--- src/dpss_defines.vh ---
// Constants for the deserializer pin strap and status block
`ifndef DPSS_DEFINES_VH
`define DPSS_DEFINES_VH

// ----------------------------------------------------------------
// Widths
// ----------------------------------------------------------------
`define DPSS_DW            14
`define DPSS_ADDR_W        4
`define DPSS_ERRCNT_W      8

// ----------------------------------------------------------------
// Data pin positions
// ----------------------------------------------------------------
`define DPSS_BIT_FSYNC     13
`define DPSS_BIT_LSYNC     12
`define DPSS_BIT_DE        11
`define DPSS_BIT_CABLE     11
`define DPSS_BIT_PROTO     10
`define DPSS_BIT_ADDR_HI   9
`define DPSS_BIT_ADDR_LO   6

// ----------------------------------------------------------------
// States of the strap sequencer
// ----------------------------------------------------------------
`define DPSS_ST_W          2
`define DPSS_ST_DOWN       2'h0
`define DPSS_ST_SAMPLE     2'h1
`define DPSS_ST_RUN        2'h2

// ----------------------------------------------------------------
// Reset values
// ----------------------------------------------------------------
`define DPSS_RST_DATA      14'h0000
`define DPSS_RST_ADDR      4'h0
`define DPSS_RST_ERRCNT    8'h00

`endif

--- src/dpss_pin_strap_status.v ---
// Pin strap capture, output pin muxing and status outputs of the deserializer
`timescale 1ns/1ns
`default_nettype none
`include "dpss_defines.vh"

// ----------------------------------------------------------------
// How it works
// [RL1] Pin 13 carries data, or frame sync with sync encoding or wide mode.
// [RL2] Pin 12 carries data, or line sync with sync encoding or wide mode.
// [RL3] Pin 11 carries data enable whenever wide bandwidth mode is one.
// [RL4] Cable strap sampled at power-up and power-down exit; high is coax.
// [RL5] Protocol strap sampled likewise; high is I2C, low is UART.
// [RL6] Four address strap bits captured likewise, then pins drive data.
// [RL7] Cable strap high selects single-ended coax on noninverting inputs.
// [RL8] Line fault low on either monitor fault; high during power-down.
// [RL9] General input is sampled and sent across the link.
// [RL10] Data pin: UART receive input, or open-drain SDA in I2C mode.
// [RL11] Clock pin: UART transmit output, or open-drain SCL in I2C mode.
// [RL12] Error low when error count exceeds threshold or test error seen.
// [RL13] Error held high while power-down input is low.
// [RL14] Lock high only with PLLs locked and word alignment correct.
// [RL15] Lock low while the configuration link is active.
// [RL16] Lock released high while power-down input is low.
// [RL17] Power-down input low puts the block into power-down.
// [RL18] Mode select low is base mode, high is bypass mode.
// [RL19] Wide mode carries eleven video bits, two syncs and data enable per clock.
// [RL20] Control channel pins pass bits at any rate the core uses.
// [RL21] Wide mode turns sync encoding on by default.
// [RL22] Latched straps hold until the next power-up or power-down exit.
// ----------------------------------------------------------------
module dpss_pin_strap_status (
    input  wire                       clk,
    input  wire                       arst_n,
    // Mode and power pins
    input  wire                       power_down_n,
    input  wire                       mode_select_strap,
    input  wire                       wide_bandwidth_mode,
    input  wire                       sync_encode_en,
    // Video stream from the decoder
    input  wire                       vid_valid,
    output wire                       vid_ready,
    input  wire [`DPSS_DW-1:0]        vid_data,
    input  wire                       vid_frame_sync,
    input  wire                       vid_line_sync,
    input  wire                       vid_data_enable,
    // Parallel output pins toward the video receiver
    input  wire                       out_ready,
    output wire                       out_valid,
    output reg  [`DPSS_DW-1:0]        par_out_q,
    output wire [`DPSS_DW-1:0]        par_out_oe,
    input  wire [`DPSS_DW-1:0]        par_pin_in,
    // Captured straps, coax selects and mode status
    output reg                        cable_type_strap_q,
    output reg                        ctrl_protocol_strap_q,
    output reg  [`DPSS_ADDR_W-1:0]    dev_id_strap_q,
    output reg                        straps_valid_q,
    output wire                       coax_in1_single_ended,
    output wire                       coax_in0_single_ended,
    output wire                       bypass_mode,
    output wire                       power_down_active,
    output wire                       sync_encode_active,
    // Line fault
    input  wire                       line_monitor_in0,
    input  wire                       line_monitor_in1,
    output reg                        line_fault_n,
    // General input mirrored at the far end
    input  wire                       general_input_pin,
    output reg                        remote_general_output,
    // Control channel pins
    input  wire                       rx_sda_in,
    output wire                       rx_sda_out,
    output wire                       rx_sda_oe,
    input  wire                       tx_scl_in,
    output wire                       tx_scl_out,
    output wire                       tx_scl_oe,
    output wire                       cc_rx_bit,
    input  wire                       cc_tx_bit,
    input  wire                       cc_sda_drive_low,
    input  wire                       cc_scl_drive_low,
    output wire                       cc_sda_bit,
    output wire                       cc_scl_bit,
    // Error, lock
    input  wire                       decode_err_pulse,
    input  wire                       err_count_clear,
    input  wire [`DPSS_ERRCNT_W-1:0]  err_threshold,
    input  wire                       prbs_test_active,
    input  wire                       prbs_err_pulse,
    input  wire                       pll_locked,
    input  wire                       word_aligned,
    input  wire                       config_link_active,
    output wire                       error_n_out,
    output wire                       error_n_oe,
    output wire                       lock_out,
    output wire                       lock_oe
);

// ----------------------------------------------------------------
// Strap sequencer
// ----------------------------------------------------------------
// Pins float as inputs for two cycles after power-up or power-down
// exit, so the pulldowns settle before the straps are sampled.
reg [`DPSS_ST_W-1:0] state_q;
reg [`DPSS_ST_W-1:0] state_d;
wire                 pins_released;

localparam [`DPSS_ST_W-1:0] ST_DOWN   = `DPSS_ST_DOWN;
localparam [`DPSS_ST_W-1:0] ST_SAMPLE = `DPSS_ST_SAMPLE;
localparam [`DPSS_ST_W-1:0] ST_RUN    = `DPSS_ST_RUN;

always @* begin
    state_d = state_q;
    case (state_q)
        ST_DOWN:   state_d = ST_SAMPLE;
        ST_SAMPLE: state_d = ST_RUN;
        ST_RUN:    state_d = ST_RUN;
        default:   state_d = ST_DOWN;
    endcase
    if (!power_down_n) begin
        state_d = ST_DOWN; // RL17
    end
end

always @(posedge clk or negedge arst_n) begin
    if (!arst_n) begin
        state_q <= ST_DOWN;
    end else begin
        state_q <= state_d;
    end
end

assign pins_released     = (state_q == ST_RUN);
assign power_down_active = !power_down_n; // RL17
assign bypass_mode       = mode_select_strap; // RL18

// ----------------------------------------------------------------
// Strap capture
// ----------------------------------------------------------------
always @(posedge clk or negedge arst_n) begin
    if (!arst_n) begin
        cable_type_strap_q    <= 1'b0;
        ctrl_protocol_strap_q <= 1'b0;
        dev_id_strap_q        <= `DPSS_RST_ADDR;
        straps_valid_q        <= 1'b0;
    end else if (state_q == ST_SAMPLE && power_down_n) begin
        // Only this state loads them; later pin traffic cannot leak in
        cable_type_strap_q    <= par_pin_in[`DPSS_BIT_CABLE]; // RL4 RL22
        ctrl_protocol_strap_q <= par_pin_in[`DPSS_BIT_PROTO]; // RL5 RL22
        dev_id_strap_q        <=
            par_pin_in[`DPSS_BIT_ADDR_HI:`DPSS_BIT_ADDR_LO]; // RL6 RL22
        straps_valid_q        <= 1'b1;
    end else if (!power_down_n) begin
        straps_valid_q        <= 1'b0;
    end
end

assign coax_in1_single_ended = cable_type_strap_q; // RL7
assign coax_in0_single_ended = cable_type_strap_q; // RL7

// ----------------------------------------------------------------
// Two-entry skid buffer in the video path
// ----------------------------------------------------------------
wire                 sync_mode;
wire [`DPSS_DW-1:0]  mux_word;
reg  [`DPSS_DW-1:0]  buf_q [0:1];
reg                  wr_ptr_q;
reg                  rd_ptr_q;
reg  [1:0]           count_q;
wire                 push;
wire                 pop;

assign sync_encode_active = sync_encode_en | wide_bandwidth_mode; // RL21
assign sync_mode          = sync_encode_active; // RL1 RL2

// Pin-level word; wide mode leaves eleven video bits plus syncs and data enable
genvar gi;
generate
    for (gi = 0; gi < `DPSS_DW; gi = gi + 1) begin : g_mux
        if (gi == `DPSS_BIT_FSYNC) begin : g_fs
            assign mux_word[gi] = sync_mode ? vid_frame_sync
                                            : vid_data[gi]; // RL1 RL19
        end else if (gi == `DPSS_BIT_LSYNC) begin : g_ls
            assign mux_word[gi] = sync_mode ? vid_line_sync
                                            : vid_data[gi]; // RL2 RL19
        end else if (gi == `DPSS_BIT_DE) begin : g_de
            assign mux_word[gi] = wide_bandwidth_mode ? vid_data_enable
                                                      : vid_data[gi]; // RL3
        end else begin : g_plain
            assign mux_word[gi] = vid_data[gi];
        end
    end
endgenerate

assign vid_ready = pins_released && (count_q != 2'h2);
assign out_valid = pins_released && (count_q != 2'h0);
assign push      = vid_valid && vid_ready;
assign pop       = out_valid && out_ready;

always @(posedge clk) begin
    if (push) begin
        buf_q[wr_ptr_q] <= mux_word;
    end
end

always @(posedge clk or negedge arst_n) begin
    if (!arst_n) begin
        wr_ptr_q  <= 1'b0;
        rd_ptr_q  <= 1'b0;
        count_q   <= 2'h0;
        par_out_q <= `DPSS_RST_DATA;
    end else if (!pins_released) begin
        // Stale words are dropped across a power-down
        wr_ptr_q  <= 1'b0;
        rd_ptr_q  <= 1'b0;
        count_q   <= 2'h0;
        par_out_q <= `DPSS_RST_DATA;
    end else begin
        if (push) begin
            wr_ptr_q <= ~wr_ptr_q;
        end
        if (pop) begin
            rd_ptr_q  <= ~rd_ptr_q;
            par_out_q <= buf_q[rd_ptr_q];
        end
        if (push && !pop) begin
            count_q <= count_q + 2'h1;
        end else if (pop && !push) begin
            count_q <= count_q - 2'h1;
        end
    end
end

// Pins are inputs until straps are taken, then drive data
assign par_out_oe = {`DPSS_DW{pins_released}}; // RL6

// ----------------------------------------------------------------
// Line fault and general input
// ----------------------------------------------------------------
reg fault_q;

always @(posedge clk or negedge arst_n) begin
    if (!arst_n) begin
        fault_q               <= 1'b0;
        remote_general_output <= 1'b0;
    end else begin
        fault_q <= line_monitor_in0 || line_monitor_in1; // RL8
        remote_general_output <= general_input_pin; // RL9
    end
end

// Power-down gate is combinational so the pin goes high at once
always @* begin
    line_fault_n = !power_down_n || !fault_q; // RL8
end

// ----------------------------------------------------------------
// Control channel pins
// ----------------------------------------------------------------
// Both pins are open-drain: only ever pulled low, never driven high
assign rx_sda_out = 1'b0;
assign tx_scl_out = 1'b0;
assign rx_sda_oe  = ctrl_protocol_strap_q && cc_sda_drive_low; // RL10
assign tx_scl_oe  = ctrl_protocol_strap_q ? cc_scl_drive_low
                                          : !cc_tx_bit; // RL11 RL20
assign cc_rx_bit  = ctrl_protocol_strap_q ? 1'b1 : rx_sda_in; // RL10 RL20
assign cc_sda_bit = ctrl_protocol_strap_q ? rx_sda_in : 1'b1; // RL10
assign cc_scl_bit = ctrl_protocol_strap_q ? tx_scl_in : 1'b1; // RL11

// ----------------------------------------------------------------
// Error and lock
// ----------------------------------------------------------------
reg [`DPSS_ERRCNT_W-1:0] err_cnt_q;
reg                      prbs_seen_q;
reg                      err_flag_q;
reg                      lock_q;

always @(posedge clk or negedge arst_n) begin
    if (!arst_n) begin
        err_cnt_q   <= `DPSS_RST_ERRCNT;
        prbs_seen_q <= 1'b0;
    end else if (!power_down_n) begin
        err_cnt_q   <= `DPSS_RST_ERRCNT;
        prbs_seen_q <= 1'b0;
    end else begin
        // A new error in the clearing cycle still counts
        if (decode_err_pulse && !prbs_test_active) begin
            if (err_count_clear) begin
                err_cnt_q <= {{(`DPSS_ERRCNT_W-1){1'b0}}, 1'b1};
            end else if (err_cnt_q != {`DPSS_ERRCNT_W{1'b1}}) begin
                err_cnt_q <= err_cnt_q + {{(`DPSS_ERRCNT_W-1){1'b0}}, 1'b1};
            end
        end else if (err_count_clear) begin
            err_cnt_q <= `DPSS_RST_ERRCNT;
        end
        if (prbs_test_active && prbs_err_pulse) begin
            prbs_seen_q <= 1'b1;
        end else if (err_count_clear || !prbs_test_active) begin
            prbs_seen_q <= 1'b0;
        end
    end
end

always @(posedge clk or negedge arst_n) begin
    if (!arst_n) begin
        err_flag_q <= 1'b0;
        lock_q     <= 1'b0;
    end else begin
        err_flag_q <= power_down_n &&
            ((!prbs_test_active && err_cnt_q > err_threshold) ||
             prbs_seen_q); // RL12 RL13
        lock_q <= pll_locked && word_aligned &&
            !config_link_active; // RL14 RL15
    end
end

assign error_n_out = 1'b0;
// Released at once in power-down, not one edge later
assign error_n_oe  = power_down_n && err_flag_q; // RL12 RL13
// Lock pin is open-drain; released (high) in power-down
assign lock_out    = 1'b0;
assign lock_oe     = power_down_n && !lock_q; // RL14 RL16

endmodule // dpss_pin_strap_status
`default_nettype wire

--- config.mk ---
export PLATFORM = sky130hd
export DESIGN_NAME = dpss_pin_strap_status
export DESIGN_NICKNAME = d
export VERILOG_FILES = /design/src/dpss_pin_strap_status.v
export VERILOG_INCLUDE_DIRS = /design/src
export SDC_FILE = /design/constraint.sdc
export NUM_CORES = 1
export LEC_CHECK = 0
export BUFFER_PORTS_ARGS = -buffer_cell sky130_fd_sc_hd__buf_2
export CAP_MARGIN = 30
export CORE_MARGIN = 2
export CORE_UTILIZATION = 49
export CTS_CLUSTER_DIAMETER = 150
export DETAILED_ROUTE_END_ITERATION = 12
export PLACE_DENSITY = 0.79
export SETUP_SLACK_MARGIN = 0.5
export SLEW_MARGIN = 10
export SYNTH_ARGS = -nofsm -noshare
export SYNTH_HDL_FRONTEND = slang
export SYNTH_SLANG_ARGS = --single-unit
--- constraint.sdc ---
create_clock -name clk -period 2.8 [get_ports clk]
set_input_delay 0.28 -clock clk [delete_from_list [all_inputs] [get_ports clk]]
set_output_delay 0.28 -clock clk [all_outputs]
set_load 0.02 [all_outputs]
==> impl_metrics.tcl <==
set metrics [dict create \
    status "completed" \
    synth_cell_type_count 44 \
    top_layer_used "met4" \
    hold_path_class "input pin to register" \
    synth-seq-cells 68 \
    dp_hpwl_mm 4.24 \
    leakage_nw 1.81 \
    synth_cells 270 \
    post_drt_wl_per_cell_microns 13.2 \
    p_per_area_nw_per_um2 619 \
    wl_met2_mm 2.86 \
    cp_slowest_cell "dfrtp_1" \
    required_ns 2.52 \
    yosysSeqAreaShare 0.577 \
    core_region_area_sq_um 6310 \
    yosys.area.top_type "dfrtp_1" \
    fin_crit_sh 0.697 \
    critPathMaxFanout 33 \
    tightest_slew_ns 0.808 \
    cts_num_sinks 68 \
    crit_path_max_incr_delay_ns 0.38 \
    cts_tree "done" \
    cap_violations 0 \
    drc 0 \
    drt-initial-drc-count 78 \
    port_buffers 102 \
    die_w_microns 84.7 \
    dr.pass1.iters 4 \
    min_period_ns 1.95 \
    fin_cells 442 \
    ir_worst_vdd_uv 480 \
    endpoint "out_valid" \
    slew_headroom 0.461 \
    synth_ff_type "dfrtp_1" \
    setup_viol 0 \
    dieArea_sq_um 7180 \
    wl_mm 5.84 \
    crit_type "register to output port" \
    yosysWarnings 0 \
    worst-path-buf-inv 3 \
    wl_met3_microns 424 \
    antenna_found_initial 0 \
    tritoncts.num_buffers 9 \
    wl_met1_mm 2.41 \
    cts_root_buffer "clkbuf_8" \
    fin_worst_skew_ns 0.00655 \
    drive_gt1_frac 0.381 \
    die-height_microns 84.7 \
    post_cts_buffers 0 \
    crit-reg2reg-launch "state_q[0]" \
    reg2reg_to "buf_q[0][11]" \
    ys_async_sr_fraction 0.588 \
    track_usage 0.169 \
    clock.fmax_mhz 512 \
    hold_viol 0 \
    avgSynthCellArea_sq_um 11.8 \
    startpoint "state_q[0]" \
    synth-edff-count 28 \
    num_antenna_cells 0 \
    clk_pin_slew_ns 0.08 \
    rrSetupSlack_ns 0.93 \
    grt_pass1_vias 2092 \
    overflow 0 \
    cp.depth 5 \
    synth.cell_area_sq_um 3190 \
    initial_core_util 0.506 \
    synthTopCellsByArea "dfrtp_1 (31%), edfxtp_1 (26%), buf_4 (5.2%)" \
    synth_top_area_frac 0.313 \
    io_pins 117 \
    end_kind "output port" \
    ant_nets 0 \
    cts_buffer_depth 2 \
    vias 2265 \
    htree_levels 3 \
    slew_viol_final 0 \
    crit_family "buffers and inverters" \
    placementRows 29 \
    fin_nets 434 \
    rsz0062_at_grt "no" \
    area_growth_pct 20.1 \
    viasPerCell 5.12 \
    fin_setup_tns_ns 0 \
    cp.arrival_ns 1.67 \
    insertion_delay_ns 0.34 \
    ff2ff_path_depth 5 \
    min_from "general_input_pin" \
    setup.worst_path.start_class "register" \
    placed_cells 424 \
    crit_chain "inv_1 -> ha_1 -> buf_4 -> o21a_1 -> buf_2" \
    finalWeightedCongestion 0.884 \
    grt_first_pass_wirelength_mm 9.49 \
    grt_max_degree 41 \
]
per-layer routing:
| metal | GRT usage | vias to the layer above |
|---|---|---|
| met3 | 0.0570 | 15 |
| met1 | 0.205 | 1050 |
| li1 | - | 1111 |
| met2 | 0.277 | 89 |
| met4 | 0.0722 | 0 |
| met5 | 0 | - |
worst register-to-register path: stages (launching register included):
cell	delay (ns)
dfrtp_1	0.38
inv_1	0.08
ha_1	0.17
and2_1	0.17
nand2_1	0.08
nor2_2	0.60
where the power goes:
group / leakage, nW / switching, mW / internal [mW]
registers: 0.787 / 0.0444 / 1.11
logic: 0.938 / 0.319 / 0.193
clock network: 0.0814 / 0.383 / 0.323
logic make-up after synthesis:
kind of cell,Yosys count,share of synthesized area
flip-flops,68,0.577
AND/OR/NAND/NOR,73,0.119
multiplexers,25,0.0819
XOR/XNOR,1,0.00274
buffers and inverters,45,0.0803
AO/OA/AOI/OAI,45,0.0913
adder cells (fa/ha/maj),12,0.0470
other,1,0.00117
cells in the final DEF (no fill, tap or decap), types with 2 or more instances in the layout:
cell        instances
ha_1               12
edfxtp_1           28
clkinv_4            3
nor2b_1             2
nand2_1            16
nor3_1              3
buf_2             102
nor2_1             12
clkbuf_8            9
inv_1              16
o21a_1              2
nand2b_1            3
a31oi_1             2
o211a_1             2
mux2i_1            16
and2_1              8
nand3_1            14
a21oi_1            11
or2_2               2
conb_1              4
clkinvlp_4          3
mux2_2              9
o21ai_0            17
dfrtp_1            40
nand4_1             3
worst min path at each step:
stage	endpoint	slack (ns)	cells after the start
3_3_place_gp	remote_general_output	0.39	1
5_1_grt	remote_general_output	0.02	1
4_1_cts	remote_general_output	0.02	1
2_1_floorplan	cable_type_strap_q	-0.02	0
6_report	remote_general_output	0.04	1
3_5_place_dp	remote_general_output	0.39	1
cell type report:
| type | instances | area, sq um |
|---|---|---|
| clock buffer | 9 | 124 |
| clock inverter | 7 | 53.8 |
| fill | 521 | 2480 |
| inverter | 16 | 60.1 |
| multi-input combinational | 160 | 1110 |
| sequential | 68 | 1840 |
| tap | 77 | 96.3 |
| timing repair buffer | 105 | 548 |
sequential cells by signal, summed over array words and instances (netlist names), 2 cells and up:
signal,flops
count_q,2
err_cnt_q,8
state_q,2
dev_id_strap_q,4
buf_q,28
par_out_q,14
through the flow:
| step | hold slack, ns | total power [mW] | setup WS [ns] | area (sq um) | util |
|---|---|---|---|---|---|
| CTS | 0.0156 | 2.41 | 0.704 | 3800 | 0.602 |
| global route | 0.0172 | 2.51 | 0.687 | 3840 | 0.608 |
| finish | 0.0357 | 2.38 | 0.847 | 3840 | 0.608 |
| global placement | 0.388 | 1.68 | 0.808 | 3630 | 0.574 |
| floorplan | -0.0156 | 1.56 | 0.519 | 3210 | - |
| detailed placement | 0.391 | 1.70 | 0.702 | 3630 | 0.574 |
synth_stat cells (3+ instances only):
master	count
dfrtp_1	40
edfxtp_1	28
buf_4	22
nand2_1	17
o21ai_0	17
inv_1	16
mux2i_1	16
nand3_1	14
nor2_1	13
ha_1	12
a21oi_1	11
mux2_2	9
and2_1	8
buf_2	4
clkbuf_1	3
nand2b_1	3
nand4_1	3
nor3_1	3
repair_timing:
item	in CTS	in global routing
hold buffers	0	1
setup endpoints to repair	0	13
gates resized for setup	0	1
endpoints found under the hold margin	0	6
(Power assumes the default switching activity.)
